--- src/verilog/bgr_pkg.sv ---
// Package for the banked general register file.
// Holds register numbers, status word field positions, mode codes and reset values.
package bgr_pkg;
   localparam int DATA_W = 16;
   localparam int REG_NUM_W = 3;
   localparam int BANK_SIZE = 6;
   localparam int PHYS_COUNT = 16;
   localparam int VISIBLE_COUNT = 8;
   // Status word field positions.
   localparam int STATUS_CUR_HI = 15;
   localparam int STATUS_CUR_LO = 14;
   localparam int STATUS_PREV_HI = 13;
   localparam int STATUS_PREV_LO = 12;
   localparam int STATUS_REGSET = 11;
   // Register numbers with a fixed role.
   localparam logic [2:0] REG_STACK = 3'h6;
   localparam logic [2:0] REG_PC = 3'h7;
   // Two-bit protection mode codes.
   localparam logic [1:0] MODE_KERNEL = 2'h0;
   localparam logic [1:0] MODE_SUPER = 2'h1;
   localparam logic [1:0] MODE_ILLEGAL = 2'h2;
   localparam logic [1:0] MODE_USER = 2'h3;
   // Reset values.
   localparam logic [15:0] REG_RESET = 16'h0000;
   localparam logic [15:0] STATUS_RESET = 16'h0000;
   // Physical stack pointer index.
   typedef enum logic [2:0] {
      BGR_SP_KERNEL = 3'b001,
      BGR_SP_SUPER = 3'b010,
      BGR_SP_USER = 3'b100
   } bgr_sp_sel_t;
endpackage : bgr_pkg

--- src/verilog/bgr_sp_decode.sv ---
// Decoder from a two-bit protection mode code to a one-hot stack pointer choice.
// Assumes a purely combinational use inside the register file.
`timescale 1ns/1ps
module bgr_sp_decode
   import bgr_pkg::*;
(
   input wire logic [1:0] mode,
   output bgr_sp_sel_t sel
);
   // Kernel, supervisor and user codes pick their own pointer; the illegal code picks user.
   always_comb begin
      case (mode)
         MODE_KERNEL: sel = BGR_SP_KERNEL;
         MODE_SUPER: sel = BGR_SP_SUPER;
         MODE_USER: sel = BGR_SP_USER;
         MODE_ILLEGAL: sel = BGR_SP_USER;
         default: sel = BGR_SP_USER;
      endcase
   end
endmodule : bgr_sp_decode

--- src/verilog/bgr_file.sv ---
// Banked general register file of a 16-bit processor with per-mode stack pointers.
// Assumes the decode datapath gives register numbers, write strobes and the status word.
`timescale 1ns/1ps
// How it works
// - Sixteen physical registers exist, and eight are reachable by number at a time.
// - Numbers 0 to 5 go to the alternate bank when status bit 11 is set, else the primary.
// - Number six is the stack pointer, one of three physical pointers, one per mode.
// - Ordinary accesses choose the stack pointer by status bits 15 and 14.
// - Previous-space moves writing number six choose it by status bits 13 and 12.
// - The illegal mode code does not fault and reaches the user stack pointer.
// - Mode code 00 is kernel, 01 supervisor, 11 user and 10 illegal.
// - The previous-mode field is decoded with the same encoding as the current one.
// - Number seven is the single 16-bit program counter that sequences fetches.
// - The program counter reads and writes like any other general register operand.
// - Every visible register supports all addressing uses through two reads and a write.
module bgr_file
   import bgr_pkg::*;
#(
   parameter int WIDTH = DATA_W
) (
   input wire logic mclk,
   input wire logic sys_rst,
   input wire logic [15:0] processor_status_word,
   input wire logic instr_start,
   input wire logic prev_space_dest,
   input wire logic [2:0] rd_a_num,
   input wire logic [2:0] rd_b_num,
   input wire logic wr_en,
   input wire logic [2:0] wr_num,
   input wire logic [WIDTH-1:0] wr_data,
   input wire logic pc_inc,
   output logic [WIDTH-1:0] rd_a_data,
   output logic [WIDTH-1:0] rd_b_data,
   output logic [WIDTH-1:0] fetch_addr
);
   // Physical storage: two banks of six, three stack pointers, one counter.
   logic [WIDTH-1:0] primary_bank [BANK_SIZE];
   logic [WIDTH-1:0] alternate_bank [BANK_SIZE];
   logic [WIDTH-1:0] kernel_stack_ptr;
   logic [WIDTH-1:0] supervisor_stack_ptr;
   logic [WIDTH-1:0] user_stack_ptr;
   logic [WIDTH-1:0] program_counter;
   // Status fields latched at each instruction start.
   logic bank_sel;
   logic [1:0] cur_mode;
   logic [1:0] prev_mode;
   bgr_sp_sel_t cur_sp;
   bgr_sp_sel_t prev_sp;
   bgr_sp_sel_t wr_sp;
   logic [WIDTH-1:0] sp_cur_val;
   logic [WIDTH-1:0] next_pc;
   logic [WIDTH-1:0] next_rd_a;
   logic [WIDTH-1:0] next_rd_b;
   logic next_bank_sel;
   logic [1:0] next_cur_mode;
   logic [1:0] next_prev_mode;
   logic [WIDTH-1:0] pc_step;
   logic [WIDTH-1:0] bank_a_val;
   logic [WIDTH-1:0] bank_b_val;

   bgr_sp_decode u_cur_decode (
      .mode(cur_mode),
      .sel(cur_sp)
   );
   bgr_sp_decode u_prev_decode (
      .mode(prev_mode),
      .sel(prev_sp)
   );

   // New status fields are taken only when an instruction begins.
   assign next_bank_sel = instr_start ? processor_status_word[STATUS_REGSET] : bank_sel;
   assign next_cur_mode = instr_start ? processor_status_word[STATUS_CUR_HI:STATUS_CUR_LO]
                                      : cur_mode;
   assign next_prev_mode = instr_start ? processor_status_word[STATUS_PREV_HI:STATUS_PREV_LO]
                                       : prev_mode;

   always_ff @(posedge mclk or posedge sys_rst) begin
      if (sys_rst) begin
         bank_sel <= 1'b0;
         cur_mode <= MODE_KERNEL;
         prev_mode <= MODE_KERNEL;
      end else begin
         bank_sel <= next_bank_sel;
         cur_mode <= next_cur_mode;
         prev_mode <= next_prev_mode;
      end
   end

   // The write target pointer follows the previous mode only for previous-space moves.
   assign wr_sp = prev_space_dest ? prev_sp : cur_sp;
   // Current stack pointer as seen by reads.
   assign sp_cur_val = (cur_sp == BGR_SP_KERNEL) ? kernel_stack_ptr :
                       (cur_sp == BGR_SP_SUPER) ? supervisor_stack_ptr :
                       user_stack_ptr;

   // Read selection of one visible register by number, one mux per read port.
   // Numbers six and seven still index the bank mux past its six entries; the mux after it discards that value.
   assign bank_a_val = bank_sel ? alternate_bank[rd_a_num] : primary_bank[rd_a_num];
   assign bank_b_val = bank_sel ? alternate_bank[rd_b_num] : primary_bank[rd_b_num];
   assign next_rd_a = (rd_a_num == REG_PC) ? program_counter :
                      (rd_a_num == REG_STACK) ? sp_cur_val : bank_a_val;
   assign next_rd_b = (rd_b_num == REG_PC) ? program_counter :
                      (rd_b_num == REG_STACK) ? sp_cur_val : bank_b_val;
   assign pc_step = program_counter + WIDTH'(2);
   // An explicit write to number seven wins over the fetch increment.
   assign next_pc = (wr_en && wr_num == REG_PC) ? wr_data :
                    pc_inc ? pc_step : program_counter;

   // Bank registers, one per register number.
   for (genvar i = 0; i < BANK_SIZE; i++) begin : g_bank
      always_ff @(posedge mclk or posedge sys_rst) begin
         if (sys_rst) begin
            primary_bank[i] <= REG_RESET;
            alternate_bank[i] <= REG_RESET;
         end else if (wr_en && wr_num == 3'(i)) begin
            if (bank_sel) begin
               alternate_bank[i] <= wr_data;
            end else begin
               primary_bank[i] <= wr_data;
            end
         end
      end
   end

   // Stack pointers, counter and registered read ports.
   always_ff @(posedge mclk or posedge sys_rst) begin
      if (sys_rst) begin
         kernel_stack_ptr <= REG_RESET;
         supervisor_stack_ptr <= REG_RESET;
         user_stack_ptr <= REG_RESET;
         program_counter <= REG_RESET;
         rd_a_data <= REG_RESET;
         rd_b_data <= REG_RESET;
         fetch_addr <= REG_RESET;
      end else begin
         if (wr_en && wr_num == REG_STACK) begin
            case (wr_sp)
               BGR_SP_KERNEL: kernel_stack_ptr <= wr_data;
               BGR_SP_SUPER: supervisor_stack_ptr <= wr_data;
               BGR_SP_USER: user_stack_ptr <= wr_data;
               default: user_stack_ptr <= wr_data;
            endcase
         end
         program_counter <= next_pc;
         rd_a_data <= next_rd_a;
         rd_b_data <= next_rd_b;
         fetch_addr <= next_pc;
      end
   end

   // Register count check: banks, pointers and counter add up to the physical count.
   initial begin
      if (2 * BANK_SIZE + 4 != PHYS_COUNT || BANK_SIZE + 2 != VISIBLE_COUNT) begin
         $error("Register file geometry is inconsistent.");
      end
   end

   // Stack pointer writes through the current and the previous mode fields.
   kernel_write_a: assert property (@(posedge mclk) disable iff (sys_rst)
      wr_en && wr_num == REG_STACK && !prev_space_dest && cur_mode == MODE_KERNEL
      |=> kernel_stack_ptr == $past(wr_data))
      else $error("Kernel pointer missed a write.");
   prev_write_a: assert property (@(posedge mclk) disable iff (sys_rst)
      wr_en && wr_num == REG_STACK && prev_space_dest && prev_mode == MODE_SUPER
      |=> supervisor_stack_ptr == $past(wr_data) && $stable(kernel_stack_ptr))
      else $error("Previous-mode write went astray.");
   illegal_user_a: assert property (@(posedge mclk) disable iff (sys_rst)
      wr_en && wr_num == REG_STACK && !prev_space_dest && cur_mode == MODE_ILLEGAL
      |=> user_stack_ptr == $past(wr_data))
      else $error("Illegal mode did not reach user pointer.");
   prev_illegal_a: assert property (@(posedge mclk) disable iff (sys_rst)
      wr_en && wr_num == REG_STACK && prev_space_dest && prev_mode == MODE_ILLEGAL
      |=> user_stack_ptr == $past(wr_data) && $stable(kernel_stack_ptr))
      else $error("Previous illegal mode missed the user pointer.");

   // Read ports by register number and current mode.
   user_read_a: assert property (@(posedge mclk) disable iff (sys_rst)
      rd_a_num == REG_STACK && cur_mode == MODE_USER ##1 1'b1
      |-> rd_a_data == $past(user_stack_ptr))
      else $error("User pointer read mismatch.");
   kernel_read_a: assert property (@(posedge mclk) disable iff (sys_rst)
      rd_b_num == REG_STACK && cur_mode == MODE_KERNEL
      |=> rd_b_data == $past(kernel_stack_ptr))
      else $error("Kernel pointer read mismatch.");
   super_read_a: assert property (@(posedge mclk) disable iff (sys_rst)
      rd_b_num == REG_STACK && cur_mode == MODE_SUPER
      |=> rd_b_data == $past(supervisor_stack_ptr))
      else $error("Supervisor pointer read mismatch.");
   illegal_read_a: assert property (@(posedge mclk) disable iff (sys_rst)
      rd_a_num == REG_STACK && cur_mode == MODE_ILLEGAL |=> rd_a_data == $past(user_stack_ptr))
      else $error("Illegal mode read missed the user pointer.");
   prev_read_a: assert property (@(posedge mclk) disable iff (sys_rst)
      rd_a_num == REG_STACK && prev_space_dest && cur_mode == MODE_KERNEL
      |=> rd_a_data == $past(kernel_stack_ptr))
      else $error("Stack read followed the previous mode.");
   primary_read_a: assert property (@(posedge mclk) disable iff (sys_rst)
      rd_a_num == 3'h1 && !bank_sel |=> rd_a_data == $past(primary_bank[1]))
      else $error("Primary bank read mismatch.");
   bank_read_a: assert property (@(posedge mclk) disable iff (sys_rst)
      rd_b_num == 3'h0 && bank_sel |=> rd_b_data == $past(alternate_bank[0]))
      else $error("Alternate bank read mismatch.");
   pc_read_a: assert property (@(posedge mclk) disable iff (sys_rst)
      rd_a_num == REG_PC |=> rd_a_data == $past(program_counter))
      else $error("Counter read mismatch.");

   // Counter stepping, writes and holding, status latching and bank writes.
   pc_step_a: assert property (@(posedge mclk) disable iff (sys_rst)
      pc_inc && !(wr_en && wr_num == REG_PC)
      |=> program_counter == $past(program_counter) + WIDTH'(2))
      else $error("Counter did not step by two.");
   pc_write_a: assert property (@(posedge mclk) disable iff (sys_rst)
      wr_en && wr_num == REG_PC |=> fetch_addr == $past(wr_data) ##1 1'b1)
      else $error("Counter write lost.");
   pc_hold_a: assert property (@(posedge mclk) disable iff (sys_rst)
      !pc_inc && !(wr_en && wr_num == REG_PC) |=> $stable(program_counter))
      else $error("Counter moved without a step or write.");
   mode_hold_a: assert property (@(posedge mclk) disable iff (sys_rst)
      !instr_start |=> $stable(cur_mode) && $stable(bank_sel))
      else $error("Status fields changed mid instruction.");
   alt_write_a: assert property (@(posedge mclk) disable iff (sys_rst)
      wr_en && wr_num == 3'h1 && bank_sel
      |=> alternate_bank[1] == $past(wr_data) && $stable(primary_bank[1]))
      else $error("Alternate bank write went astray.");
endmodule : bgr_file

--- config.mk ---
export PLATFORM = sky130hd
export DESIGN_NAME = bgr_file
export DESIGN_NICKNAME = d
export VERILOG_FILES = /design/src/verilog/bgr_pkg.sv /design/src/verilog/bgr_sp_decode.sv /design/src/verilog/bgr_file.sv
export SDC_FILE = /design/constraint.sdc
export NUM_CORES = 1
export LEC_CHECK = 0
export BUFFER_PORTS_ARGS = -buffer_cell sky130_fd_sc_hd__buf_4
export CELL_PAD_IN_SITES_DETAIL_PLACEMENT = 1
export CELL_PAD_IN_SITES_GLOBAL_PLACEMENT = 1
export CORE_ASPECT_RATIO = 1.4
export CORE_MARGIN = 1
export CORE_UTILIZATION = 40
export CTS_CLUSTER_DIAMETER = 120
export DETAILED_ROUTE_END_ITERATION = 12
export HOLD_SLACK_MARGIN = 0.03
export PLACE_DENSITY_LB_ADDON = 0.25
export SYNTH_ARGS = -nofsm -noshare
export SYNTH_HDL_FRONTEND = slang
export SYNTH_SLANG_ARGS = --single-unit
export TNS_END_PERCENT = 5
--- constraint.sdc ---
create_clock -name mclk -period 15.15 [get_ports mclk]
set_input_delay 3.03 -clock mclk [delete_from_list [all_inputs] [get_ports mclk]]
set_output_delay 3.03 -clock mclk [all_outputs]
set_load 0.01 [all_outputs]
==> out/qor.yml <==
pwr:
  power.internal_mw: 1.80
  pwr-share-seq_pct: 46.0
  clkPwrFrac_pct: 29.5
  swShare_pct: 29.5
  leakage_nw: 7.11
  powerDensity_nw_per_um2: 151
  max-vdd-ir-drop_v: 0.0000926
  switchingPower_uw: 753
  power_frac_comb_pct: 24.5
critical_path:
  critPathLaunchType: "primary input"
  crit_family: "buffers and inverters"
  cp.arrival_ns: 5.48
  worst-setup-path-type: "primary input to register"
  critPathRequiredTime_ns: 15.59
  cp-end-kind: "register"
  cpMostUsedCell: "buf_4"
  critPathMaxStageDelay_ns: 0.71
  cp.buffers_inverters: 3
  worst-path-max-fanout: 54
  crit_slowest_cell: "buf_4"
  reg2reg_depth: 3
  path_depth: 7
  path_cells: "buf_4, buf_4, nor3b_1, buf_4, a21oi_1, a22oi_1, o21ai_0"
floorplanning:
  fp.coreArea_sq_um: 36900
  start_util_pct: 40.9
  dieArea_sq_um: 38400
  rows: 83
  io_pins: 95
  die_h_um: 232
  die_w_um: 166
sta:
  worst_clock_skew_ns: 0.00762
  final.setup.tns_ns: 0
  slew_violations: 0
  finalHoldViolations: 0
  fin_crit_sh_pct: 33.3
  worst_pin_slew_ns: 1.14
  fin_crit_ns: 5.05
  fmax_mhz: 198
  rsz0062_at_grt: "false"
  setup_viol: 0
  max_slew_margin_pct: 23.9
  setup_ws_ns: 10.10
placement:
  dp_hpwl_mm: 26.8
  finalWeightedCongestion: 0.771
  dp_slack_ns: 9.55
  dpl.cell_count: 1572
  place_area_sq_um: 16000
  io_buffers: 83
synth:
  synth-seq-cells: 293
  syn_area_sq_um: 15100
  synthCells: 1093
  yosys_most_used_dff: "dfrtp_1"
  async_flop_share_pct: 100
  ys_seq_area_share_pct: 48.7
  syn_nets: 1141
  synth_cell_types: 49
  avgSynthCellArea_sq_um: 13.8
  yosysWarnings: 0
  synth-edff-count: 0
detailed_routing:
  wl_met3_mm: 1.50
  wire_per_inst_um: 27.5
  first_pass_iters: 9
  via_per_inst: 6.08
  drc: 7
  drt-met1-wl_mm: 18.1
  drt-initial-drc-count: 519
  ant_nets: 0
  wl_mm: 44.7
  vias: 9889
  maxUsedRoutingLayer: "met4"
  wl_met2_mm: 23.6
global_route:
  overflow: 0
  grt_pass1_vias: 10900
  antenna_found_initial: 0
  grt_max_degree: 170
  grt_usage_pct: 23.9
  grt_pass1_wl_mm: 68.9
layout:
  final_cell_mix: "dfrtp_1, mux2_2, buf_4"
  final_area_sq_um: 17000
  layout_commonest_cell: "dfrtp_1"
  instances_no_fill: 1626
  diodes: 0
  area_growth_syn_to_layout_pct: 12.6
  final_core_util_pct: 46.0
  drive_gt1_share_pct: 43.5
  final_nets: 1186
cts:
  clock_latency_ns: 0.57
  cts_max_path_buffers: 3
  h-tree-depth: 1
  cts_buffers: 31
  path_clk_slew_ns: 0.06
  post_cts_buffers: 0
  clkSinkCount: 293
  cts_tree: "yes"
  root_buffer: "clkbuf_16"
  ctsHoldBuffers: 0
  cts.repair.resized: 0
outcome:
  violations: "DRC"
  status: "finished with violations"
flow_run:
  max-cap-violations: 0
worst_hold_path:
  whs_path_depth: 1
  hp-class: "register to register"
==> logic make-up (layout without fill, tap and decap cells) <==
| family | count (synthesis) | in the layout | share of synthesized area [%] |
|---|---|---|---|
| adder cells (fa/ha/maj) | 1 | 1 | 0.0831 |
| XOR/XNOR | 9 | 9 | 0.523 |
| AND/OR/NAND/NOR | 174 | 174 | 6.36 |
| buffers and inverters | 97 | 163 | 3.35 |
| AO/OA/AOI/OAI | 157 | 157 | 6.70 |
| multiplexers | 362 | 362 | 34.3 |
| flip-flops | 293 | 293 | 48.7 |
==> metrics by stage <==
stage               hold slack [ns]  power (mW)
global route                  0.522        2.68
CTS                           0.510        2.58
finish                        0.507        2.55
global placement              0.487        1.78
floorplan                     0.477        1.58
detailed placement            0.495        1.82
==> registers in the layout, summed over array words and instances, names as in the netlist <==
signal                count
kernel_stack_ptr         16
supervisor_stack_ptr     16
bank_sel                  1
cur_mode                  2
program_counter          16
alternate_bank           96
prev_mode                 2
rd_a_data                16
rd_b_data                16
user_stack_ptr           16
primary_bank             96
==> power groups by stage <==
stage,sequential [mW],clock [mW],combinational (mW)
2_1_floorplan,1.13,0,0.458
6_report,1.17,0.752,0.627
3_3_place_gp,1.17,0,0.612
3_5_place_dp,1.19,0,0.631
5_1_grt,1.20,0.797,0.679
4_1_cts,1.17,0.767,0.635
==> final cells by class <==
type	instances	area, sq um
Clock buffer	49	933
Clock inverter	5	50.0
Fill cell	3687	19900
Inverter	5	26.3
Multi-Input combinational cell	703	7230
Sequential cell	293	7340
Tap cell	467	584
Timing Repair Buffer	104	793
==> Yosys cell counts, types with 2 or more instances <==
cell,number,area share [%]
dfrtp_1,293,49
mux2_2,232,17
mux4_2,96,14
nand2_1,59,1.5
nor2b_1,43,1.8
clkbuf_1,40,1.0
a21oi_1,36,1.2
o21ai_0,35,1.2
a211oi_1,33,1.6
buf_2,28,0.93
mux2i_1,23,1.5
nor2_1,16,0.40
o22ai_1,16,0.66
buf_4,14,0.70
nor3b_1,13,0.65
a22oi_1,12,0.60
a32oi_1,11,0.64
mux2_4,10,1.0
buf_6,7,0.52
nand3_1,7,0.23
a211o_1,6,0.35
nor2_2,6,0.25
xnor2_1,5,0.29
a311o_1,4,0.27
inv_1,4,0.10
nand2b_1,4,0.17
nand4_1,4,0.17
xor2_1,4,0.23
buf_1,3,0.075
a31oi_1,2,0.083
and2_1,2,0.083
and4_1,2,0.12
and4b_1,2,0.13
nand3_2,2,0.13
nor3_1,2,0.066
nor3_4,2,0.22
o211ai_1,2,0.10
or4_1,2,0.10
==> final timing paths <==
kind | from | slack [ns] | end
max | rd_b_num[0] | 10.10 | rd_b_data[10]
min | kernel_stack_ptr[10] | 0.51 | kernel_stack_ptr[10]
max reg2reg | bank_sel | 11.80 | alternate_bank[95]
min reg2reg | kernel_stack_ptr[10] | 0.51 | kernel_stack_ptr[10]
max in group asynchronous | sys_rst | 11.13 | user_stack_ptr[5]
min in group asynchronous | sys_rst | 2.56 | prev_mode[0]
==> layer usage <==
layer	global-route usage, %	up-vias
met5	0	-
met2	43.4	218
met1	29.4	5369
met3	2.73	83
met4	8.27	0
li1	-	4219
No activity file was read; power rests on OpenSTA's default activity.
